`config.mk`:
```
export PLATFORM = sky130hd
export DESIGN_NAME = sbcmt_mode_ctrl
export DESIGN_NICKNAME = d
export VERILOG_FILES = /design/src/include/sbcmt_pkg.sv /design/src/include/sbcmt_if.sv /design/src/hw/sbcmt_pin_cond.sv /design/src/hw/sbcmt_timer.sv /design/src/hw/sbcmt_mode_ctrl.sv
export SDC_FILE = /design/constraint.sdc
export NUM_CORES = 1
export LEC_CHECK = 0
export BUFFER_PORTS_ARGS = -buffer_cell sky130_fd_sc_hd__buf_2
export CORE_ASPECT_RATIO = 1.1
export CORE_UTILIZATION = 45
export CTS_CLUSTER_SIZE = 30
export DETAILED_ROUTE_END_ITERATION = 10
export GPL_TIMING_DRIVEN = 0
export PLACE_DENSITY = 0.58
export SETUP_SLACK_MARGIN = 0.2
export SLEW_MARGIN = 20
export SYNTH_ARGS = -nofsm -noshare
export SYNTH_HDL_FRONTEND = slang
export SYNTH_SLANG_ARGS = --single-unit
export TNS_END_PERCENT = 10
```
`constraint.sdc`:
```
create_clock -name sys_clk -period 5.53 [get_ports sys_clk]
set_input_delay 1.106 -clock sys_clk [delete_from_list [all_inputs] [get_ports sys_clk]]
set_output_delay 1.106 -clock sys_clk [all_outputs]
set_load 0.1 [all_outputs]
```
`src/include/sbcmt_pkg.sv`:
```
package sbcmt_pkg;

  // clock
  localparam int CLK_NS = 20;

  // times in their own unit, as printed (ns, us or ms)
  localparam int T_WUF_MIN_NS     = 8000;
  localparam int T_WUF_TYP_NS     = 20000;
  localparam int T_WUF_MAX_NS     = 38000;
  localparam int T_STOP_MIN_NS    = 1400;
  localparam int T_STOP_MAX_NS    = 5000;
  localparam int T_NRTOUT_MIN_MS  = 97;
  localparam int T_NRTOUT_TYP_MS  = 150;
  localparam int T_NRTOUT_MAX_MS  = 205;
  localparam int T_SNR2N_TYP_NS   = 15000;
  localparam int T_WUCS_TYP_NS    = 40000;
  localparam int T_WUSPI_MIN_NS   = 90000;
  localparam int T_INT_TYP_NS     = 10000;
  localparam int T_S1STSPI_MIN_NS = 30000;
  localparam int T_RST_DUR_TYP_US = 1000;
  localparam int T_WD_OPEN_TYP_MS = 160;
  localparam int WD_SLOPE_US_KOHM = 991;
  localparam int WD_OFFSET_US     = 648;

  // derived cycle counts; least times round up
  localparam int WUF_CYC     = (T_WUF_TYP_NS + CLK_NS - 1) / CLK_NS;
  localparam int STOP_CYC    = (T_STOP_MIN_NS + CLK_NS - 1) / CLK_NS;
  localparam int NR2N_CYC    = (T_SNR2N_TYP_NS + CLK_NS - 1) / CLK_NS;
  localparam int WUCS_CYC    = (T_WUCS_TYP_NS + CLK_NS - 1) / CLK_NS;
  localparam int WUSPI_CYC   = (T_WUSPI_MIN_NS + CLK_NS - 1) / CLK_NS;
  localparam int INT_CYC     = (T_INT_TYP_NS + CLK_NS - 1) / CLK_NS;
  localparam int S1STSPI_CYC = (T_S1STSPI_MIN_NS + CLK_NS - 1) / CLK_NS;
  localparam int NRTOUT_CYC  = T_NRTOUT_TYP_MS * (1000000 / CLK_NS);
  localparam int RST_DUR_CYC = T_RST_DUR_TYP_US * (1000 / CLK_NS);
  localparam int WD_OPEN_CYC = T_WD_OPEN_TYP_MS * (1000000 / CLK_NS);
  localparam int WD_KOHM_CYC = WD_SLOPE_US_KOHM * (1000 / CLK_NS);
  localparam int WD_OFS_CYC  = WD_OFFSET_US * (1000 / CLK_NS);

  // conditioner bit positions and reset level (chip select idles high)
  localparam int          PIN_CS     = 0;
  localparam int          PIN_WAKE1  = 1;
  localparam int          PIN_WAKE2  = 2;
  localparam int          PIN_DIR    = 3;
  localparam logic [3:0]  PIN_RST    = 4'h1;
  localparam int          TMR_W      = 32;

  // operating modes
  typedef enum logic [2:0] {
    SBCMT_RESET_HOLD = 3'h0,
    SBCMT_NORM_REQ   = 3'h1,
    SBCMT_TO_NORMAL  = 3'h2,
    SBCMT_NORMAL     = 3'h3,
    SBCMT_STOP_ENTRY = 3'h4,
    SBCMT_STOP       = 3'h5,
    SBCMT_WAKE_CS    = 3'h6
  } sbcmt_mode_type;

endpackage

```
`src/include/sbcmt_if.sv`:
```
`timescale 1ns/1ps
// conditioned pin levels and events handed to the mode logic
interface sbcmt_cond_if;
  logic       cs_high;    // filtered chip select level
  logic       cs_rise;    // chip select low-to-high, one cycle
  logic       wake_evt;   // accepted level wake change, one cycle
  logic       dir_level;  // synchronised direct control input
  modport src  (output cs_high, cs_rise, wake_evt, dir_level);
  modport sink (input  cs_high, cs_rise, wake_evt, dir_level);
endinterface

// load and expiry of one countdown timer
interface sbcmt_tmr_if #(parameter int W = 32);
  logic         load;     // load value, one cycle
  logic [W-1:0] value;    // cycles to count
  logic         expired;  // count reached zero, one cycle
  logic         busy;     // counting
  modport owner (output load, value, input  expired, busy);
  modport timer (input  load, value, output expired, busy);
endinterface

```
`src/hw/sbcmt_pin_cond.sv`:
```
`timescale 1ns/1ps
module sbcmt_pin_cond #(
  parameter int FILT_CYC = sbcmt_pkg::WUF_CYC
) (
  input  wire logic         sys_clk,  // system clock
  input  wire logic         rst_n,    // async reset, active low
  input  wire logic         ce,       // clock enable
  input  wire logic [3:0]   pins,     // raw pins: cs_n, wake1, wake2, direct
  sbcmt_cond_if.src         cond      // conditioned outputs
);
  localparam int FW = $clog2(FILT_CYC + 1);

  typedef struct packed {
    logic [3:0]         s1;
    logic [3:0]         s2;
    logic [3:0]         s3;
    logic [3:0]         stable;
    logic [1:0][FW-1:0] cnt;
    logic [1:0]         wake_lvl;
    logic               wake_evt;
    logic               cs_rise;
  } sbcmt_cond_state_type;

  sbcmt_cond_state_type q;
  sbcmt_cond_state_type d;

  // three-stage sync, then digital wake filter on the two level inputs
  always_comb begin
    d          = q;
    d.s1       = pins;
    d.s2       = q.s1;
    d.s3       = q.s2;
    d.wake_evt = 1'b0;
    for (int i = 0; i < 4; i++) begin
      if (q.s2[i] == q.s3[i]) begin
        d.stable[i] = q.s3[i];
      end
    end
    // chip select pin is active low: idle high, rising edge ends a frame
    d.cs_rise = d.stable[sbcmt_pkg::PIN_CS] & ~q.stable[sbcmt_pkg::PIN_CS];
    for (int i = 0; i < 2; i++) begin
      // a glitch shorter than the filter restarts it, so no spurious wake
      if (q.stable[sbcmt_pkg::PIN_WAKE1 + i] != q.wake_lvl[i]) begin
        if (q.cnt[i] == FW'(FILT_CYC - 1)) begin
          d.wake_lvl[i] = q.stable[sbcmt_pkg::PIN_WAKE1 + i];
          d.wake_evt    = 1'b1;
          d.cnt[i]      = '0;
        end else begin
          d.cnt[i] = q.cnt[i] + FW'(1);
        end
      end else begin
        d.cnt[i] = '0;
      end
    end
  end

  always_ff @(posedge sys_clk or negedge rst_n) begin
    if (!rst_n) begin
      q          <= '0;
      q.s1       <= sbcmt_pkg::PIN_RST;
      q.s2       <= sbcmt_pkg::PIN_RST;
      q.s3       <= sbcmt_pkg::PIN_RST;
      q.stable   <= sbcmt_pkg::PIN_RST;
    end else if (ce) begin
      q <= d;
    end
  end

  assign cond.cs_high   = q.stable[sbcmt_pkg::PIN_CS];
  assign cond.cs_rise   = q.cs_rise;
  assign cond.wake_evt  = q.wake_evt;
  assign cond.dir_level = q.stable[sbcmt_pkg::PIN_DIR];
endmodule

```
`src/hw/sbcmt_timer.sv`:
```
`timescale 1ns/1ps
module sbcmt_timer #(
  parameter int W    = sbcmt_pkg::TMR_W,
  parameter int INIT = 0
) (
  input  wire logic sys_clk,  // system clock
  input  wire logic rst_n,    // async reset, active low
  input  wire logic ce,       // clock enable
  sbcmt_tmr_if.timer tmr      // load and expiry
);
  typedef struct packed {
    logic [W-1:0] cnt;
    logic         expired;
  } sbcmt_tmr_state_type;

  sbcmt_tmr_state_type q;
  sbcmt_tmr_state_type d;

  // a load during counting restarts the count; expiry is one cycle
  always_comb begin
    d         = q;
    d.expired = 1'b0;
    if (tmr.load) begin
      d.cnt = tmr.value;
    end else if (q.cnt != '0) begin
      d.cnt = q.cnt - W'(1);
      if (q.cnt == W'(1)) begin
        d.expired = 1'b1;
      end
    end
  end

  always_ff @(posedge sys_clk or negedge rst_n) begin
    if (!rst_n) begin
      q.cnt     <= W'(INIT);
      q.expired <= 1'b0;
    end else if (ce) begin
      q <= d;
    end
  end

  assign tmr.expired = q.expired;
  assign tmr.busy    = (q.cnt != '0);
endmodule

```
`src/hw/sbcmt_mode_ctrl.sv`:
```
`timescale 1ns/1ps
// Functional notes
// - a level wake input counts only after it has stood through a digital filter of 8 to 38 us.
// - after chip select rises at the end of a stop command, stop mode begins 1.4 to 5 us later.
// - normal-request mode times out after 97 to 205 ms, nominally 150 ms, without a watchdog trigger.
// - a watchdog trigger in normal-request mode leads to normal mode within 7 to 30 us.
// - a chip select rising edge in stop mode wakes the device into normal request within 15 to 80 us.
// - after a chip select wake-up no command is accepted for 90 us, and the host waits that long.
// - after the wake interrupt pulse in stop mode the host waits 30 us before a command that counts.
// - in normal mode switches one and two follow their command within 20 us.
// - in normal mode switch three follows its command within 20 us.
// - with the direct input high, switch delay starts at the eighth clock falling edge of the command.
// - when the direct input is selected, switches one and two follow it from its edges.
// - with a resistor on the watchdog timing pin the period in ms is 0.991 times kilohms plus 0.648.
// - after supply rise the reset output is held active for 0.65 to 1.35 ms, nominally 1 ms.
// - with the watchdog timing pin open in normal mode the period is 107 to 215 ms.
module sbcmt_mode_ctrl #(
  parameter int RST_DUR_CYC = sbcmt_pkg::RST_DUR_CYC,  // reset hold
  parameter int NRTOUT_CYC  = sbcmt_pkg::NRTOUT_CYC,   // normal-request time-out
  parameter int WD_OPEN_CYC = sbcmt_pkg::WD_OPEN_CYC,  // open-pin watchdog period
  parameter int WD_KOHM_CYC = sbcmt_pkg::WD_KOHM_CYC,  // period slope per kilohm
  parameter int WD_OFS_CYC  = sbcmt_pkg::WD_OFS_CYC,   // period offset
  parameter int WUSPI_CYC   = sbcmt_pkg::WUSPI_CYC,    // command hold-off after cs wake
  parameter int WUF_CYC     = sbcmt_pkg::WUF_CYC       // wake filter length
) (
  input  wire logic       sys_clk,                   // 50 MHz system clock
  input  wire logic       rst_n,                     // async reset, active low
  input  wire logic       ce,                        // clock enable, freezes all state
  input  wire logic       cs_n,                      // spi chip select pin, active low
  input  wire logic       level_wake_input_one,      // level wake pin one
  input  wire logic       level_wake_input_two,      // level wake pin two
  input  wire logic       direct_in,                 // direct switch control pin
  input  wire logic [7:0] watchdog_timing_pin_kohm,  // sensed resistor value, kilohms
  input  wire logic       watchdog_timing_pin_open,  // no resistor fitted
  input  wire logic       cmd_valid,                 // decoded spi command, one cycle
  input  wire logic       cmd_stop,                  // command asks for stop mode
  input  wire logic       cmd_wd_trigger,            // command is a watchdog trigger
  input  wire logic       cmd_hs_write,              // command writes switch states
  input  wire logic [2:0] cmd_hs_value,              // switch states three..one
  input  wire logic       cmd_direct_sel,            // switches one and two follow direct_in
  output logic            reset_to_host_n,           // reset output, active low
  output logic            int_n,                     // wake interrupt pulse, active low
  output logic            high_side_switch_one,      // switch one on
  output logic            high_side_switch_two,      // switch two on
  output logic            high_side_switch_three,    // switch three on
  output logic [2:0]      mode,                      // current operating mode
  output logic            cmd_accepted               // command taken, one cycle
);
  localparam int TW = sbcmt_pkg::TMR_W;

  typedef struct packed {
    sbcmt_pkg::sbcmt_mode_type mode;
    logic [TW-1:0]             holdoff;
    logic [TW-1:0]             int_cnt;
    logic                      rst_out_n;
    logic                      int_n;
    logic [2:0]                hs;
    logic                      dir_sel;
    logic                      accepted;
    logic                      stop_armed;
  } sbcmt_core_type;

  sbcmt_core_type q;
  sbcmt_core_type d;

  sbcmt_cond_if           cond ();
  sbcmt_tmr_if #(.W(TW))  st_tmr ();
  sbcmt_tmr_if #(.W(TW))  wd_tmr ();

  sbcmt_pin_cond #(
    .FILT_CYC (WUF_CYC)
  ) u_pins (
    .sys_clk (sys_clk),
    .rst_n   (rst_n),
    .ce      (ce),
    .pins    ({direct_in, level_wake_input_two, level_wake_input_one, cs_n}),
    .cond    (cond.src)
  );

  // state timer starts loaded so the reset output is held from power-up
  sbcmt_timer #(
    .W    (TW),
    .INIT (RST_DUR_CYC)
  ) u_state_tmr (
    .sys_clk (sys_clk),
    .rst_n   (rst_n),
    .ce      (ce),
    .tmr     (st_tmr.timer)
  );

  sbcmt_timer #(
    .W    (TW),
    .INIT (0)
  ) u_wd_tmr (
    .sys_clk (sys_clk),
    .rst_n   (rst_n),
    .ce      (ce),
    .tmr     (wd_tmr.timer)
  );

  // watchdog period from the timing pin; open pin uses the default
  function automatic logic [TW-1:0] wd_period(input logic [7:0] kohm, input logic open_pin);
    logic [TW-1:0] p;
    p = TW'(WD_OFS_CYC) + TW'(kohm) * TW'(WD_KOHM_CYC);
    if (open_pin) begin
      p = TW'(WD_OPEN_CYC);
    end
    return p;
  endfunction

  logic cmd_ok;
  logic wd_trig_ok;

  // commands count only outside stop and after any wake hold-off
  assign cmd_ok     = cmd_valid && (q.holdoff == '0)
                      && (q.mode != sbcmt_pkg::SBCMT_STOP)
                      && (q.mode != sbcmt_pkg::SBCMT_STOP_ENTRY)
                      && (q.mode != sbcmt_pkg::SBCMT_RESET_HOLD);
  assign wd_trig_ok = cmd_ok && cmd_wd_trigger;

  // mode sequencing, timers, switches and hand-shake outputs
  always_comb begin
    d             = q;
    d.accepted    = cmd_ok;
    st_tmr.load   = 1'b0;
    st_tmr.value  = '0;
    wd_tmr.load   = 1'b0;
    wd_tmr.value  = '0;
    if (q.holdoff != '0) begin
      d.holdoff = q.holdoff - TW'(1);
    end
    if (q.int_cnt != '0) begin
      d.int_cnt = q.int_cnt - TW'(1);
      d.int_n   = (q.int_cnt == TW'(1));
    end
    unique case (q.mode)
      sbcmt_pkg::SBCMT_RESET_HOLD: begin
        d.rst_out_n = 1'b0;
        d.hs        = 3'h0;
        d.dir_sel   = 1'b0;
        if (st_tmr.expired) begin
          d.rst_out_n  = 1'b1;
          d.mode       = sbcmt_pkg::SBCMT_NORM_REQ;
          wd_tmr.load  = 1'b1;
          wd_tmr.value = TW'(NRTOUT_CYC);
        end
      end
      sbcmt_pkg::SBCMT_NORM_REQ: begin
        if (wd_trig_ok) begin
          d.mode       = sbcmt_pkg::SBCMT_TO_NORMAL;
          st_tmr.load  = 1'b1;
          st_tmr.value = TW'(sbcmt_pkg::NR2N_CYC);
          wd_tmr.load  = 1'b1;
          wd_tmr.value = '0;
        end else if (wd_tmr.expired) begin
          d.mode       = sbcmt_pkg::SBCMT_RESET_HOLD;
          d.rst_out_n  = 1'b0;
          st_tmr.load  = 1'b1;
          st_tmr.value = TW'(RST_DUR_CYC);
        end
      end
      sbcmt_pkg::SBCMT_TO_NORMAL: begin
        if (st_tmr.expired) begin
          d.mode       = sbcmt_pkg::SBCMT_NORMAL;
          wd_tmr.load  = 1'b1;
          wd_tmr.value = wd_period(watchdog_timing_pin_kohm, watchdog_timing_pin_open);
        end
      end
      sbcmt_pkg::SBCMT_NORMAL: begin
        // switch commands take effect on the next edge, well inside 20 us
        if (cmd_ok && cmd_hs_write) begin
          d.hs[1:0] = cmd_hs_value[1:0];
          d.hs[2]   = cmd_hs_value[2];
          d.dir_sel = cmd_direct_sel;
        end
        if (d.dir_sel) begin
          d.hs[1:0] = {2{cond.dir_level}};
        end
        if (cmd_ok && cmd_stop) begin
          d.stop_armed = 1'b1;
        end
        if (wd_trig_ok) begin
          wd_tmr.load  = 1'b1;
          wd_tmr.value = wd_period(watchdog_timing_pin_kohm, watchdog_timing_pin_open);
        end else if (wd_tmr.expired) begin
          d.mode       = sbcmt_pkg::SBCMT_RESET_HOLD;
          d.rst_out_n  = 1'b0;
          d.stop_armed = 1'b0;
          st_tmr.load  = 1'b1;
          st_tmr.value = TW'(RST_DUR_CYC);
        end
        // stop counts from the chip select rise that closes the stop frame
        if (q.stop_armed && cond.cs_rise && !wd_tmr.expired) begin
          d.mode       = sbcmt_pkg::SBCMT_STOP_ENTRY;
          d.stop_armed = 1'b0;
          st_tmr.load  = 1'b1;
          st_tmr.value = TW'(sbcmt_pkg::STOP_CYC);
          wd_tmr.load  = 1'b1;
          wd_tmr.value = '0;
        end
      end
      sbcmt_pkg::SBCMT_STOP_ENTRY: begin
        if (st_tmr.expired) begin
          d.mode = sbcmt_pkg::SBCMT_STOP;
        end
      end
      sbcmt_pkg::SBCMT_STOP: begin
        if (cond.cs_rise) begin
          d.mode       = sbcmt_pkg::SBCMT_WAKE_CS;
          d.holdoff    = TW'(WUSPI_CYC);
          st_tmr.load  = 1'b1;
          st_tmr.value = TW'(sbcmt_pkg::WUCS_CYC);
        end else if (cond.wake_evt) begin
          // pulse the interrupt, then refuse commands until 30 us after it
          d.mode       = sbcmt_pkg::SBCMT_NORM_REQ;
          d.int_n      = 1'b0;
          d.int_cnt    = TW'(sbcmt_pkg::INT_CYC);
          d.holdoff    = TW'(sbcmt_pkg::INT_CYC + sbcmt_pkg::S1STSPI_CYC);
          wd_tmr.load  = 1'b1;
          wd_tmr.value = TW'(NRTOUT_CYC);
        end
      end
      sbcmt_pkg::SBCMT_WAKE_CS: begin
        if (st_tmr.expired) begin
          d.mode       = sbcmt_pkg::SBCMT_NORM_REQ;
          d.rst_out_n  = 1'b1;
          wd_tmr.load  = 1'b1;
          wd_tmr.value = TW'(NRTOUT_CYC);
        end
      end
      default: begin
        d.mode       = sbcmt_pkg::SBCMT_RESET_HOLD;
        st_tmr.load  = 1'b1;
        st_tmr.value = TW'(RST_DUR_CYC);
      end
    endcase
  end

  // all state frozen while ce is low; reset holds the host in reset
  always_ff @(posedge sys_clk or negedge rst_n) begin
    if (!rst_n) begin
      q           <= '0;
      q.mode      <= sbcmt_pkg::SBCMT_RESET_HOLD;
      q.rst_out_n <= 1'b0;
      q.int_n     <= 1'b1;
    end else if (ce) begin
      q <= d;
    end
  end

  assign reset_to_host_n        = q.rst_out_n;
  assign int_n                  = q.int_n;
  assign high_side_switch_one   = q.hs[0];
  assign high_side_switch_two   = q.hs[1];
  assign high_side_switch_three = q.hs[2];
  assign mode                   = q.mode;
  assign cmd_accepted           = q.accepted;
endmodule

```
* Word-level counts from Yosys, hierarchy flattened
Index checks and enable logic that the tools add are counted.
** Cells by class
- Add/subtract/negate cells :: 7
- $mul :: 1
- Eq/ne operators :: 29
- Mux-type cells :: 73
- Bitwise gates (word level) :: 2
- Reductions and logical operators :: 38
** Operators by type and width (count)
- two-way mux 32 bit :: 8
- case mux 32 bit (4 select lines) :: 2
- nonzero test 32 bit :: 4
- subtractor 32 x 1 -> 32 bit, second input constant :: 4
- == test 32 x 1 -> 1 bit, second input constant :: 3
- two-way mux 25 bit :: 3
- two-way mux 67 bit :: 1
- two-way mux 33 bit :: 2
- two-way mux 64 bit :: 1
- two-way mux 16 bit :: 3
- two-way mux 23 bit :: 2
- two-way mux 10 bit :: 4
- two-way mux 35 bit :: 1
- zero test 32 bit :: 1
- two-way mux 1 bit :: 30
- adder 15 x 24 -> 25 bit, first input constant :: 1
- multiplier 8 x 15 -> 23 bit, second input constant :: 1
- two-way mux 3 bit :: 7
- adder 10 x 1 -> 10 bit, second input constant :: 2
- == test 10 bit, second input constant :: 2
- case mux 3 bit (6 select lines) :: 1
- AND reduction 2 bit :: 7
- inequality test 3 bit, second input constant :: 4
- AND reduction 3 bit :: 4
- 26 further kinds :: 52
** Storage, ports and cells
- Bits in registers :: 181
- Output and inout port bits :: 9
- Word-level logic and storage cells :: 177

* Longest topological paths before layout
Gate-level depths: netlist of run 1.
- Depth in word-level cells :: 11
- Gate-level depth with buffers :: 19

* Cells and area by module
From an unflattened synthesis of run 1, not the netlist that was laid out.
** Second synthesis, totals
- Cells, all modules :: 1519
- Area, all modules :: 13241.4 sq um
** By module, submodules not included
- sbcmt_mode_ctrl :: times used 1, cells each 787, area an instance 6645.1 sq um, seq. area each 1878.1 sq um
- sbcmt_timer at u_state_tmr :: times used 1, cells each 271, area an instance 2359.8 sq um, seq. area each 833.3 sq um
- sbcmt_timer at u_wd_tmr :: times used 1, cells each 267, area an instance 2257.2 sq um, seq. area each 825.8 sq um
- sbcmt_pin_cond :: times used 1, cells each 194, area an instance 1979.4 sq um, seq. area each 1006.0 sq um

* Worst setup path after synthesis of run 1
OpenSTA, ideal clock, no wires.
- Kind :: input to register
- From :: input watchdog_timing_pin_kohm[5]
- To :: register u_wd_tmr.q[21] (netlist name)
- Library setup time :: 0.082 ns
- Arrival time :: 5.582 ns
- Data required time :: 5.448 ns
- Path slack :: -0.134 ns
- Stages :: 16
- Path buffers :: 0
- Cell sequence :: fa_1 fa_1 fa_1 inv_1 fa_1 inv_1 ha_1 a21oi_1 o21ai_1 or3_1 a221o_1 nor4_2 nor3_1 mux2i_1 a211o_1 a31oi_1
** Between the ends
- Longest elaborated chain between the ends :: 7
- Elaborated cells between the ends (all ways) :: 8
- Classes of those cells :: add/sub (1); mul (1); mux (6)
** RTL lines
- start: declaration :: line sbcmt_mode_ctrl.sv:33 : input wire logic [7:0] watchdog_timing_pin_kohm,
- multiplier 8 x 15 -> 23 bit * :: line sbcmt_mode_ctrl.sv:104 : p = TW'(WD_OFS_CYC) + TW'(kohm) * TW'(WD_KOHM_CYC);
- adder 15 x 24 -> 25 bit * :: line sbcmt_mode_ctrl.sv:104
- two-way mux 25 bit * :: line sbcmt_mode_ctrl.sv:105 : if (open_pin) begin
- two-way mux 25 bit :: line sbcmt_mode_ctrl.sv:182 : if (wd_trig_ok) begin
- two-way mux 32 bit :: line sbcmt_mode_ctrl.sv:193 : if (q.stop_armed && cond.cs_rise && !wd_tmr.expired) begin
- case mux 32 bit (4 select lines) * :: line sbcmt_mode_ctrl.sv:136 : unique case (q.mode)
- two-way mux 32 bit * :: line sbcmt_timer.sv:23 : if (tmr.load) begin
- end: declaration :: line sbcmt_timer.sv:16 : sbcmt_tmr_state_type q;
Mark *: on every way between the ends. The rest lies on a longest branch, timed or not.
A chain may end at the register's enable or synchronous reset.

* Final worst setup path of run 1
- From :: input watchdog_timing_pin_kohm[6]
- To :: register u_wd_tmr.q[21] (netlist name)
The elaborated chain is that of the path after synthesis.

==> qor.tcl, run 1 <==
set qor(floorplan.die.height_um) 176
set qor(synth_top_cell_by_area) {sky130_fd_sc_hd__dfrtp_1}
set qor(synth_top_area_share_pct) 34.2
set qor(fin_area_mm2) 0.0142
set qor(cts_root_buffer) {sky130_fd_sc_hd__clkbuf_16}
set qor(r2r_start) {q[45]$_DFFE_PN0P_}
set qor(die_ar_mm2) 0.0283
set qor(total_count_of_max_transition_violations_in_the_final_report) 0
set qor(final_layout_size_suffix_gt1_share_pct) 14.5
set qor(min_delay_path_depth) 2
set qor(syn-mean-instance-area_um2) 8.65
set qor(rows) 63
set qor(reg2regPathDepth) 9
set qor(setup_viol) 0
set qor(worst_ep_arrival_time_ps) 5540
set qor(worst_clock_skew_ps) 10.1
set qor(worstSetupStartpointType) {primary input}
set qor(cpPeakStageDelay_ps) 500
set qor(final_cells) 1876
set qor(synth.ff_latch_count) 181
set qor(hold-path-endpoint) {int_n$_DFFE_PN1P_}
set qor(grt_antenna_before_repair) 0
set qor(finalWeightedCongestion) 0.901
set qor(grt_overflow_total) 0
set qor(dpl_cell_area_mm2) 0.0132
set qor(top_post_synthesis_cells_by_area) {sky130_fd_sc_hd__dfrtp_1 (34%), sky130_fd_sc_hd__ha_1 (6.8%), sky130_fd_sc_hd__o21ai_0 (5.3%)}
set qor(slew_headroom_pct) 31.9
set qor(delay_heaviest_family_cp) {adder cells}
set qor(status) {complete, no violations}
set qor(cp_max_fanout) 7
set qor(antenna_violating_nets_post_route) 0
set qor(placed_cells_incl_taps) 1828
set qor(number_of_enable_flip_flop_cells_after_synthesis) 0
set qor(ios) 33
set qor(drt_iter0_drcs) 809
set qor(holdBufCountCts) 0
set qor(post_dr_vias_cell) 5.77
set qor(cts-root-to-sink-buffers) 2
set qor(synth_top_cells_by_count) {sky130_fd_sc_hd__dfrtp_1 (170), sky130_fd_sc_hd__nand2_1 (152), sky130_fd_sc_hd__nor2_1 (134)}
set qor(fp.coreArea_mm2) 0.0270
set qor(num-nets-final) 1612
set qor(antenna_cells_inserted) 0
set qor(dieWidth_um) 161
set qor(drt-pass1-iter-count) 5
set qor(netlist_area_mm2) 0.0124
set qor(grt_start_max_net_pins) 93
set qor(timing.max_cap.violations) 0
set qor(timing_worst_slew_pin_value_ps) 1020
set qor(nFillCells) 2566
set qor(via_count) 10824
set qor(syn_inst) 1439
set qor(synth-warning-count) 0
set qor(area.sequential_mm2) 0.00454
set qor(drcViolationCount) 0
set qor(reg2reg_to) {high_side_switch_two$_DFFE_PN0P_}
set qor(fin_crit_ps) 5180
set qor(h-tree-depth) 4
set qor(critical_path_class) {in2reg}
set qor(worstPathRequired_ps) 5890
set qor(setup.worst_path.end_class) {flop}
set qor(asyncSetResetFlopFracSynth_pct) 100
set qor(worst_path_cell_trace) {buf_4 > inv_1 > ha_1 > inv_1 > fa_1 > fa_1 > inv_1 > fa_1 > inv_2 > ha_4 > a21oi_4 > o21ai_4 > or3_4 > a221o_2 > buf_6 > nor4_4 > buf_4 > nor3_2 > mux2i_1 > a211o_1 > a31oi_1}
set qor(hold_path.class) {reg2reg}
set qor(grt_setup_unrepaired) {yes}
set qor(synth-seq-area-share_pct) 36.5
set qor(power_per_cell_area_mw_per_mm2) 414
set qor(hold_viol_final) 0
set qor(wl_per_cell_um) 17.5
set qor(relative_area_change_from_synthesis_to_final_layout_pct) 13.8
set qor(grt_pass1_vias) 10561
set qor(port_buffers) 31
set qor(critPathBufInv) 7
set qor(synth_nets) 1545
set qor(start_util_pct) 46.0
set qor(yosysUniqueCellTypes) 99
set qor(grt_first_pass_wirelength_um) 54200
set qor(detail_route.wirelength_um) 32800
set qor(dp_hpwl_um) 23800
set qor(timing.reg2reg.setup_slack_ps) 1880
set qor(finish.utilization_pct) 52.4
set qor(timing.critical_path.slowest_stage_cell) {sky130_fd_sc_hd__fa_1}
set qor(synth_most_common_cell) {sky130_fd_sc_hd__dfrtp_1}
set qor(hold_path.startpoint) {int_n$_DFFE_PN1P_}
set qor(final_period_utilization_pct) 93.7
set qor(max_freq_mhz) 193
set qor(number_of_clock_sinks_seen_by_cts) 181
set qor(leakage_nw) 6.09
set qor(clock_latency_ps) 440
set qor(cts.reportedPaths.clkPinSlew_ps) 70
set qor(ys_dominant_reg_cell) {sky130_fd_sc_hd__dfrtp_1}
set qor(cts_made_buffers) 17
set qor(track_usage_pct) 24.1
set qor(cts_tree) {built}
set qor(max-vdd-ir-drop_mv) 0.206
set qor(multiInputGateArea_mm2) 0.00767
[worst register-to-register path, cell delays in order (launching register included)]
cell,delay (ps)
sky130_fd_sc_hd__dfrtp_1,400
sky130_fd_sc_hd__or4_4,550
sky130_fd_sc_hd__or4b_4,520
sky130_fd_sc_hd__nand4bb_1,220
sky130_fd_sc_hd__buf_6,170
sky130_fd_sc_hd__nor3b_1,820
sky130_fd_sc_hd__nand2_1,300
sky130_fd_sc_hd__a21boi_0,230
sky130_fd_sc_hd__o21ai_0,140
sky130_fd_sc_hd__o21ai_0,210
[cells by family (layout without fill, tap and decap cells)]
kind of cell	count (synthesis)	count (layout)	share of synthesized area [%]
and+or+nand+nor	603	603	25.0
muxes	19	19	1.65
AOI/OAI and AO/OA	355	355	18.2
buffers and inverters	121	201	4.09
adders and majority gates	82	82	9.09
DFF	181	181	36.5
xor gates and xnor gates	78	78	5.49
[how the worst max path moves through the flow]
stage / from / end / slack [ps] / cells past startpoint
after floorplan: watchdog_timing_pin_kohm[5] / u_wd_tmr.q[21]$_DFFE_PN0P_ / 220 / 16
after global placement: watchdog_timing_pin_kohm[5] / u_wd_tmr.q[22]$_DFFE_PN0P_ / -370 / 17
after detailed placement: watchdog_timing_pin_kohm[5] / u_wd_tmr.q[22]$_DFFE_PN0P_ / -410 / 17
after CTS: watchdog_timing_pin_kohm[5] / u_wd_tmr.q[21]$_DFFE_PN0P_ / 140 / 17
after global routing: watchdog_timing_pin_kohm[6] / u_wd_tmr.q[21]$_DFFE_PN0P_ / 110 / 21
final: watchdog_timing_pin_kohm[6] / u_wd_tmr.q[21]$_DFFE_PN0P_ / 350 / 21
[repair_timing]
| action | CTS | global route |
|---|---|---|
| pin swaps | 1 | 28 |
| setup buffers | 1 | 14 |
| cloned | 0 | 1 |
| hold endpoints to repair | 0 | 0 |
| resized for setup | 1 | 48 |
| setup endpoints to repair | 5 | 12 |
[power by group]
part	switching [mW]	leakage, nW	internal [mW]
registers	0.374	2.31	1.69
clock network	0.546	0.322	0.839
logic	1.37	3.46	1.03
total	2.29	6.09	3.57
[through the flow]
stage	total power, mW	setup TNS, ps	hold slack, ps	setup WS [ps]
detailed placement	4.28	-3170	463	-408
CTS	5.69	0	474	135
finish	5.86	0	471	348
global placement	4.23	-2750	453	-368
global route	6.31	0	488	110
floorplan	3.75	0	442	216
[flip-flops by register name (all words and copies together), names as in the netlist, 3 cells and up]
register,cells
u_pins.q,28
u_pins.d,8
q,66
u_wd_tmr.q,32
u_state_tmr.q,32
mode,3
[cells in the final DEF (no fill, tap or decap), types with 40 or more instances in the layout]
master / count
sky130_fd_sc_hd__nor2_1: 133
sky130_fd_sc_hd__nor3_1: 65
sky130_fd_sc_hd__a21oi_1: 75
sky130_fd_sc_hd__inv_1: 67
sky130_fd_sc_hd__xnor2_1: 47
sky130_fd_sc_hd__ha_1: 63
sky130_fd_sc_hd__nand3_1: 47
sky130_fd_sc_hd__nand2_1: 152
sky130_fd_sc_hd__o21ai_0: 128
sky130_fd_sc_hd__dfrtp_1: 170
sky130_fd_sc_hd__or3_1: 40
[cell type report]
type                    count  share of cell area (%)
clock inverters            12                    1.40
repair buffers             48                    2.28
plain buffers              52                    1.85
well taps                 357                    3.15
inverters                  69                    1.83
flip-flops and latches    181                    32.1
multi-input cells        1137                    54.1
clock buffers              20                    3.30
[routing by layer]
| metal | wire [µm] | up-vias | GRT usage [%] |
|---|---|---|---|
| met1 | 15400 | 5244 | 32.4 |
| met5 | 0 | - | 0 |
| met2 | 15400 | 226 | 39.2 |
| met4 | 673 | 0 | 8.25 |
| li1 | - | 5303 | - |
| met3 | 1310 | 51 | 3.88 |
No activity file was read; power rests on OpenSTA's default activity.
==> inputs of run 2 (changes only) <==
- CORE_MARGIN: default -> 4
- clock period: 5.53 -> 6.69 ns (I/O delays scaled with it)
==> run 2 against run 1 <==
Effect of this change: via count shrank 1.1%; sequential power is 17% lower; flip-flop and latch count stayed put; worst setup slack gained 290 ps.
==> qor.tcl, run 2 (synthesized netlist as in run 1, its figures left out) <==
set qor(share_comb_of_total_power_pct) 39.7 ;# -1.4 points
set qor(power.sequential.fraction_pct) 38.2 ;# +2.9 points
set qor(dr.max_layer_used) {met4}
set qor(grt_pass1_vias) 10644 ;# +0.79%
set qor(route.met2.wl_um) 15300 ;# -0.73%
set qor(detail_route.wirelength_um) 32300 ;# -1.6%
set qor(clock_latency_ps) 430 ;# about the same
set qor(dp_hpwl_um) 24000 ;# +0.84%
set qor(grt_antenna_before_repair) 0 ;# unchanged
set qor(power.switching_fraction_pct) 40.7 ;# +1.6 points
set qor(slew_headroom_pct) 35.9 ;# +4.0 points
set qor(worst_ep_arrival_time_ps) 6400 ;# +860 ps
set qor(grt_setup_unrepaired) {no}
set qor(dr_wl_met3_um) 1190 ;# -9.0%
set qor(top_register) {q}
set qor(min_delay_path_depth) 2 ;# unchanged
set qor(reg_top3) {q (66), u_state_tmr.q (32), u_wd_tmr.q (32)}
set qor(fin_crit_ps) 6050
set qor(hold_path.startpoint) {int_n$_DFFE_PN1P_}
set qor(power.switching_mw) 1.82 ;# -21%
set qor(post_cts_sizing_count) 0 ;# -1
set qor(max_freq_mhz) 165
set qor(final_common_cell) {sky130_fd_sc_hd__dfrtp_1}
set qor(power_per_cell_area_mw_per_mm2) 326 ;# -21%
set qor(floorplan.die.height_um) 182 ;# +3.4%
set qor(worst_clock_skew_ps) 17.6 ;# +7.52 ps
set qor(hold_viol_final) 0 ;# unchanged
set qor(cts.reportedPaths.clkPinSlew_ps) 70 ;# about the same
set qor(drcViolationCount) 0 ;# unchanged
set qor(via_count) 10706 ;# -1.1%
set qor(timing_worst_slew_pin_value_ps) 948 ;# -71.5 ps
set qor(drt_iter0_drcs) 643 ;# -21%
set qor(number_of_flip_flops_in_the_largest_register) 66 ;# unchanged
set qor(drt-pass1-iter-count) 5 ;# unchanged
set qor(die_ar_mm2) 0.0304 ;# +7.3%
set qor(port_buffers) 31 ;# unchanged
set qor(max-vdd-ir-drop_mv) 0.148 ;# -28%
set qor(post_cts_setup_buffer_count) 0 ;# -1
set qor(cts_root_buffer) {sky130_fd_sc_hd__clkbuf_16}
set qor(wl_met1_um) 15200 ;# -1.7%
set qor(layout_common_cells) {sky130_fd_sc_hd__dfrtp_1 (170), sky130_fd_sc_hd__nand2_1 (152), sky130_fd_sc_hd__nor2_1 (134), sky130_fd_sc_hd__o21ai_0 (131), sky130_fd_sc_hd__a21oi_1 (83)}
set qor(number_of_clock_sinks_seen_by_cts) 181 ;# unchanged
set qor(antenna_cells_inserted) 0 ;# unchanged
set qor(start_util_pct) 45.9 ;# -0.13 points
set qor(finalWeightedCongestion) 0.886 ;# -1.7%
set qor(worstPathRequired_ps) 7040 ;# +1150 ps
set qor(setup_viol) 0 ;# unchanged
set qor(fp.coreArea_mm2) 0.0271 ;# +0.29%
set qor(worstSetupStartpointType) {primary input}
set qor(cts_made_buffers) 17 ;# unchanged
set qor(setup.worst_path.end_class) {flop}
set qor(wl_per_cell_um) 17.4 ;# -0.81%
set qor(track_usage_pct) 21.4 ;# -2.7 points
set qor(timing.max_cap.violations) 0 ;# unchanged
set qor(h-tree-depth) 4 ;# unchanged
set qor(cts_tree) {built}
set qor(status) {complete, no violations}
set qor(finish.utilization_pct) 50.4 ;# -1.9 points
set qor(ios) 33 ;# unchanged
set qor(reg2reg_to) {u_wd_tmr.q[31]$_DFFE_PN0P_}
set qor(final_layout_size_suffix_gt1_share_pct) 10.8 ;# -3.7 points
set qor(final_period_utilization_pct) 90.5
set qor(critical_path_class) {in2reg}
set qor(relative_area_change_from_synthesis_to_final_layout_pct) 9.92
set qor(timing.reg2reg.setup_slack_ps) 3040 ;# +1160 ps
set qor(grt_start_max_net_pins) 84 ;# -9.7%
set qor(reg2regPathDepth) 10 ;# +1
set qor(grt_overflow_total) 0 ;# unchanged
set qor(clkPwrFrac_pct) 22.0 ;# -1.6 points
set qor(r2r_start) {mode[2]$_DFFE_PN0P_}
set qor(hold_path.class) {reg2reg}
set qor(total_count_of_max_transition_violations_in_the_final_report) 0 ;# unchanged
set qor(post_dr_vias_cell) 5.75 ;# -0.29%
set qor(holdBufCountCts) 0 ;# unchanged
set qor(cts-root-to-sink-buffers) 2 ;# unchanged
set qor(rows) 63 ;# unchanged
set qor(leakage_nw) 5.90 ;# -3.1%
set qor(num-nets-final) 1597 ;# -0.93%
set qor(internal_power_mw) 2.64 ;# -26%
set qor(finalSetupTns_ps) 0 ;# unchanged
set qor(cp_max_fanout) 7 ;# unchanged
set qor(grt_first_pass_wirelength_um) 54000 ;# -0.31%
set qor(dieWidth_um) 167 ;# +3.7%
set qor(antenna_violating_nets_post_route) 0 ;# unchanged
set qor(hold-path-endpoint) {int_n$_DFFE_PN1P_}
==> run 2: power by group through the flow <==
stage	clock, mW	sequential, mW	combinational, mW
after floorplan	0	1.64	1.41
after global placement	0	1.71	1.73
after detailed placement	0	1.71	1.77
after CTS	0.998	1.70	1.78
after global routing	1.05	1.76	2.03
final	0.982	1.71	1.77
==> run 2: final cells by class <==
class	count	area, µm²
buffer	52	250
clock buffer	20	457
clock inverter	12	111
fill	2655	13400
inverter	69	259
multi-input combinational	1137	7390
sequential	181	4540
tap	357	447
timing repair buffer	33	220
==> run 2: routing by layer <==
layer / vias to the layer above / track usage, %
li1: 5285 / -
met1: 5192 / 28.4
met2: 182 / 36.9
met3: 47 / 3.08
met4: 0 / 5.56
met5: - / 0
==> run 2: through the flow <==
step	total power, mW	hold slack [ps]	setup slack, ps	area (µm²)	std cells
6_report	4.46	472	636	13700	1861
5_1_grt	4.83	494	348	13700	1861
4_1_cts	4.48	480	589	13700	1861
3_5_place_dp	3.48	467	140	13100	1829
3_3_place_gp	3.44	459	144	13000	1827
2_1_floorplan	3.05	442	794	12400	1439
==> run 2: how the worst max path moves through the flow <==
stage,start,endpoint,slack (ps),cells past startpoint
detailed placement,watchdog_timing_pin_kohm[5],u_wd_tmr.q[21]$_DFFE_PN0P_,140,17
finish,watchdog_timing_pin_kohm[5],u_wd_tmr.q[21]$_DFFE_PN0P_,640,17
CTS,watchdog_timing_pin_kohm[5],u_wd_tmr.q[21]$_DFFE_PN0P_,590,17
global placement,watchdog_timing_pin_kohm[5],u_wd_tmr.q[21]$_DFFE_PN0P_,140,17
global route,watchdog_timing_pin_kohm[5],u_wd_tmr.q[21]$_DFFE_PN0P_,350,17
floorplan,watchdog_timing_pin_kohm[5],u_wd_tmr.q[21]$_DFFE_PN0P_,790,16
==> run 2: critical path: stages <==
cell,delay (ps)
sky130_fd_sc_hd__buf_2,140
sky130_fd_sc_hd__fa_1,440
sky130_fd_sc_hd__fa_1,490
sky130_fd_sc_hd__fa_1,510
sky130_fd_sc_hd__inv_1,50
sky130_fd_sc_hd__fa_1,490
sky130_fd_sc_hd__inv_1,40
sky130_fd_sc_hd__ha_1,380
sky130_fd_sc_hd__a21oi_1,230
sky130_fd_sc_hd__o21ai_1,230
sky130_fd_sc_hd__or3_1,410
sky130_fd_sc_hd__a221o_1,430
sky130_fd_sc_hd__nor4_2,440
sky130_fd_sc_hd__nor3_1,190
sky130_fd_sc_hd__mux2i_1,160
sky130_fd_sc_hd__a211o_1,280
sky130_fd_sc_hd__a31oi_1,150
==> inputs of run 3 (changes only) <==
- CORE_UTILIZATION: 45 -> 40
- PLACE_DENSITY: 0.58 -> 0.52
==> run 3 against run 2 <==
Effect of this change: power rose by 1.1%; global-route usage fell by 1.4 points; core utilization fell by 5.5 points; non-clock buffer count did not move; sequential power barely moved; critical path type unchanged; largest cell class unchanged.
==> qor.tcl, run 3 (synthesized netlist as in run 1, its figures left out) <==
set qor(status) {complete, no violations}
set qor(grt_first_pass_wirelength_um) 54800 ;# +1.4%
set qor(post_cts_sizing_count) 0 ;# unchanged
set qor(fp.coreArea_mm2) 0.0306 ;# +13%
set qor(detail_route.wirelength_um) 33300 ;# +3.0%
set qor(nFillCells) 3020 ;# +14%
set qor(clock_latency_ps) 430 ;# about the same
set qor(critical_path_class) {in2reg}
set qor(layout_common_cells) {sky130_fd_sc_hd__dfrtp_1 (170), sky130_fd_sc_hd__nand2_1 (152), sky130_fd_sc_hd__nor2_1 (134), sky130_fd_sc_hd__o21ai_0 (131), sky130_fd_sc_hd__a21oi_1 (83)}
set qor(grt_antenna_before_repair) 0 ;# unchanged
set qor(max_freq_mhz) 163 ;# -1.1%
set qor(finalWeightedCongestion) 0.833 ;# -6.0%
set qor(antenna_violating_nets_post_route) 0 ;# unchanged
set qor(grt_overflow_total) 0 ;# unchanged
set qor(slew_headroom_pct) 31.4 ;# -4.5 points
set qor(final_layout_size_suffix_gt1_share_pct) 10.7 ;# -0.13 points
set qor(final_period_utilization_pct) 91.5 ;# +1.0 points
set qor(start_util_pct) 40.7 ;# -5.2 points
set qor(worst_clock_skew_ps) 11.8 ;# -5.82 ps
set qor(number_of_clock_sinks_seen_by_cts) 181 ;# unchanged
set qor(rows) 67 ;# +6.3%
set qor(fin_crit_ps) 6120 ;# +66.7 ps
set qor(track_usage_pct) 20.0 ;# -1.4 points
set qor(floorplan.die.height_um) 193 ;# +5.8%
set qor(multiInputGateArea_mm2) 0.00739 ;# unchanged
set qor(grt_setup_unrepaired) {no}
set qor(drcViolationCount) 0 ;# unchanged
set qor(h-tree-depth) 4 ;# unchanged
set qor(cts_root_buffer) {sky130_fd_sc_hd__clkbuf_16}
set qor(cts_tree) {built}
set qor(cts.reportedPaths.clkPinSlew_ps) 70 ;# about the same
set qor(final.hold.worst_slack_ps) 470 ;# -2.77 ps
set qor(drt-pass1-iter-count) 5 ;# unchanged
set qor(drt_iter0_drcs) 635 ;# -1.2%
set qor(hold_viol_final) 0 ;# unchanged
set qor(top_register) {q}
set qor(setup.worst_path.end_class) {flop}
set qor(wl_per_cell_um) 17.4 ;# about the same
set qor(hold_path.class) {reg2reg}
set qor(dieWidth_um) 176 ;# +5.8%
set qor(timing.max_cap.violations) 0 ;# unchanged
set qor(grt_pass1_vias) 10362 ;# -2.6%
set qor(max-vdd-ir-drop_mv) 0.176 ;# +19%
set qor(dp_hpwl_um) 24800 ;# +3.2%
set qor(setup_viol) 0 ;# unchanged
set qor(holdBufCountCts) 0 ;# unchanged
set qor(cp_max_fanout) 7 ;# unchanged
set qor(worstPathRequired_ps) 7040 ;# about the same
set qor(finalSetupTns_ps) 0 ;# unchanged
set qor(cts_made_buffers) 17 ;# unchanged
set qor(final_common_cell) {sky130_fd_sc_hd__dfrtp_1}
set qor(area.sequential_mm2) 0.00454 ;# unchanged
set qor(total_count_of_max_transition_violations_in_the_final_report) 0 ;# unchanged
set qor(post_cts_setup_buffer_count) 0 ;# unchanged
set qor(grt_start_max_net_pins) 74 ;# -12%
set qor(post_dr_vias_cell) 5.52 ;# -4.0%
set qor(ios) 33 ;# unchanged
set qor(reg_top3) {q (66), u_state_tmr.q (32), u_wd_tmr.q (32)}
set qor(leakage_nw) 5.90 ;# -0.15%
set qor(timing_worst_slew_pin_value_ps) 1030 ;# +79.2 ps
set qor(number_of_flip_flops_in_the_largest_register) 66 ;# unchanged
set qor(port_buffers) 31 ;# unchanged
set qor(num-nets-final) 1597 ;# unchanged
set qor(die_ar_mm2) 0.0340 ;# +12%
set qor(worst_ep_arrival_time_ps) 6470 ;# +70 ps
set qor(worstSetupStartpointType) {primary input}
set qor(power_per_cell_area_mw_per_mm2) 327 ;# +0.45%
set qor(via_count) 10588 ;# -1.1%
set qor(cts-root-to-sink-buffers) 2 ;# unchanged
set qor(total_power_mw) 4.51 ;# +1.1%
set qor(relative_area_change_from_synthesis_to_final_layout_pct) 10.6
set qor(antenna_cells_inserted) 0 ;# unchanged
-- run 3: changes by cell type in the layout (fill, tap and decap cells not counted) --
cell / previous run / this run
sky130_fd_sc_hd__clkinvlp_4: 2 / 5
sky130_fd_sc_hd__inv_6: 4 / 1
sky130_fd_sc_hd__bufinv_16: 0 / 2
sky130_fd_sc_hd__clkbuf_8: 2 / 1
sky130_fd_sc_hd__inv_8: 2 / 0
sky130_fd_sc_hd__clkinv_8: 1 / 0
sky130_fd_sc_hd__clkbuf_1: 33 / 35
-- run 3: layout make-up --
type,count,share of cell area [%]
Buffer,52,1.82
Clock buffer,21,3.27
Clock inverter,11,0.936
Inverter,69,1.88
Multi-Input combinational cell,1137,53.7
Sequential cell,181,33.0
Tap cell,414,3.76
Timing Repair Buffer,33,1.60
-- run 3: power breakdown --
group | switching [mW] | internal, mW | total [mW]
combinational | 1.05 | 0.733 | 1.79
clock | 0.452 | 0.563 | 1.01
sequential | 0.305 | 1.40 | 1.71
-- run 3: per-layer routing --
metal | up-vias | share of wire, % | track usage [%]
met2 | 198 | 46 | 32.8
met4 | 0 | 1.6 | 5.34
met5 | - | 0 | 0
li1 | 5285 | - | -
met3 | 35 | 4.0 | 3.47
met1 | 5070 | 48 | 27.4
-- run 3: worst paths after layout --
check,slack (ps),endpoint,cells after the start,start
worst max-delay path,570,u_wd_tmr.q[21]$_DFFE_PN0P_,17,watchdog_timing_pin_kohm[5]
max in group asynchronous,4840,u_wd_tmr.q[9]$_DFFE_PN0P_,3,rst_n
worst min-delay path,470,int_n$_DFFE_PN1P_,2,int_n$_DFFE_PN1P_
worst max register to register,3050,u_wd_tmr.q[31]$_DFFE_PN0P_,10,mode[2]$_DFFE_PN0P_
min in group asynchronous,790,u_state_tmr.q[22]$_DFFE_PN0P_,1,rst_n
worst min register to register,470,int_n$_DFFE_PN1P_,2,int_n$_DFFE_PN1P_
-- run 3: through the flow --
step	area, µm²	utilization [%]	instances	setup slack (ps)
6_report	13800	45.0	1918	569
3_5_place_dp	13200	43.1	1886	75.7
2_1_floorplan	12400	-	1439	794
3_3_place_gp	13100	42.9	1884	110
5_1_grt	13800	45.0	1918	225
4_1_cts	13800	45.0	1918	526
-- run 3: critical path, cell delays in order --
cell                      delay, ps
sky130_fd_sc_hd__buf_2          140
sky130_fd_sc_hd__fa_1           450
sky130_fd_sc_hd__fa_1           500
sky130_fd_sc_hd__fa_1           510
sky130_fd_sc_hd__inv_1           50
sky130_fd_sc_hd__fa_1           490
sky130_fd_sc_hd__inv_1           40
sky130_fd_sc_hd__ha_1           380
sky130_fd_sc_hd__a21oi_1        230
sky130_fd_sc_hd__o21ai_1        230
sky130_fd_sc_hd__or3_1          420
sky130_fd_sc_hd__a221o_1        430
sky130_fd_sc_hd__nor4_2         500
sky130_fd_sc_hd__nor3_1         200
sky130_fd_sc_hd__mux2i_1        160
sky130_fd_sc_hd__a211o_1        270
sky130_fd_sc_hd__a31oi_1        150
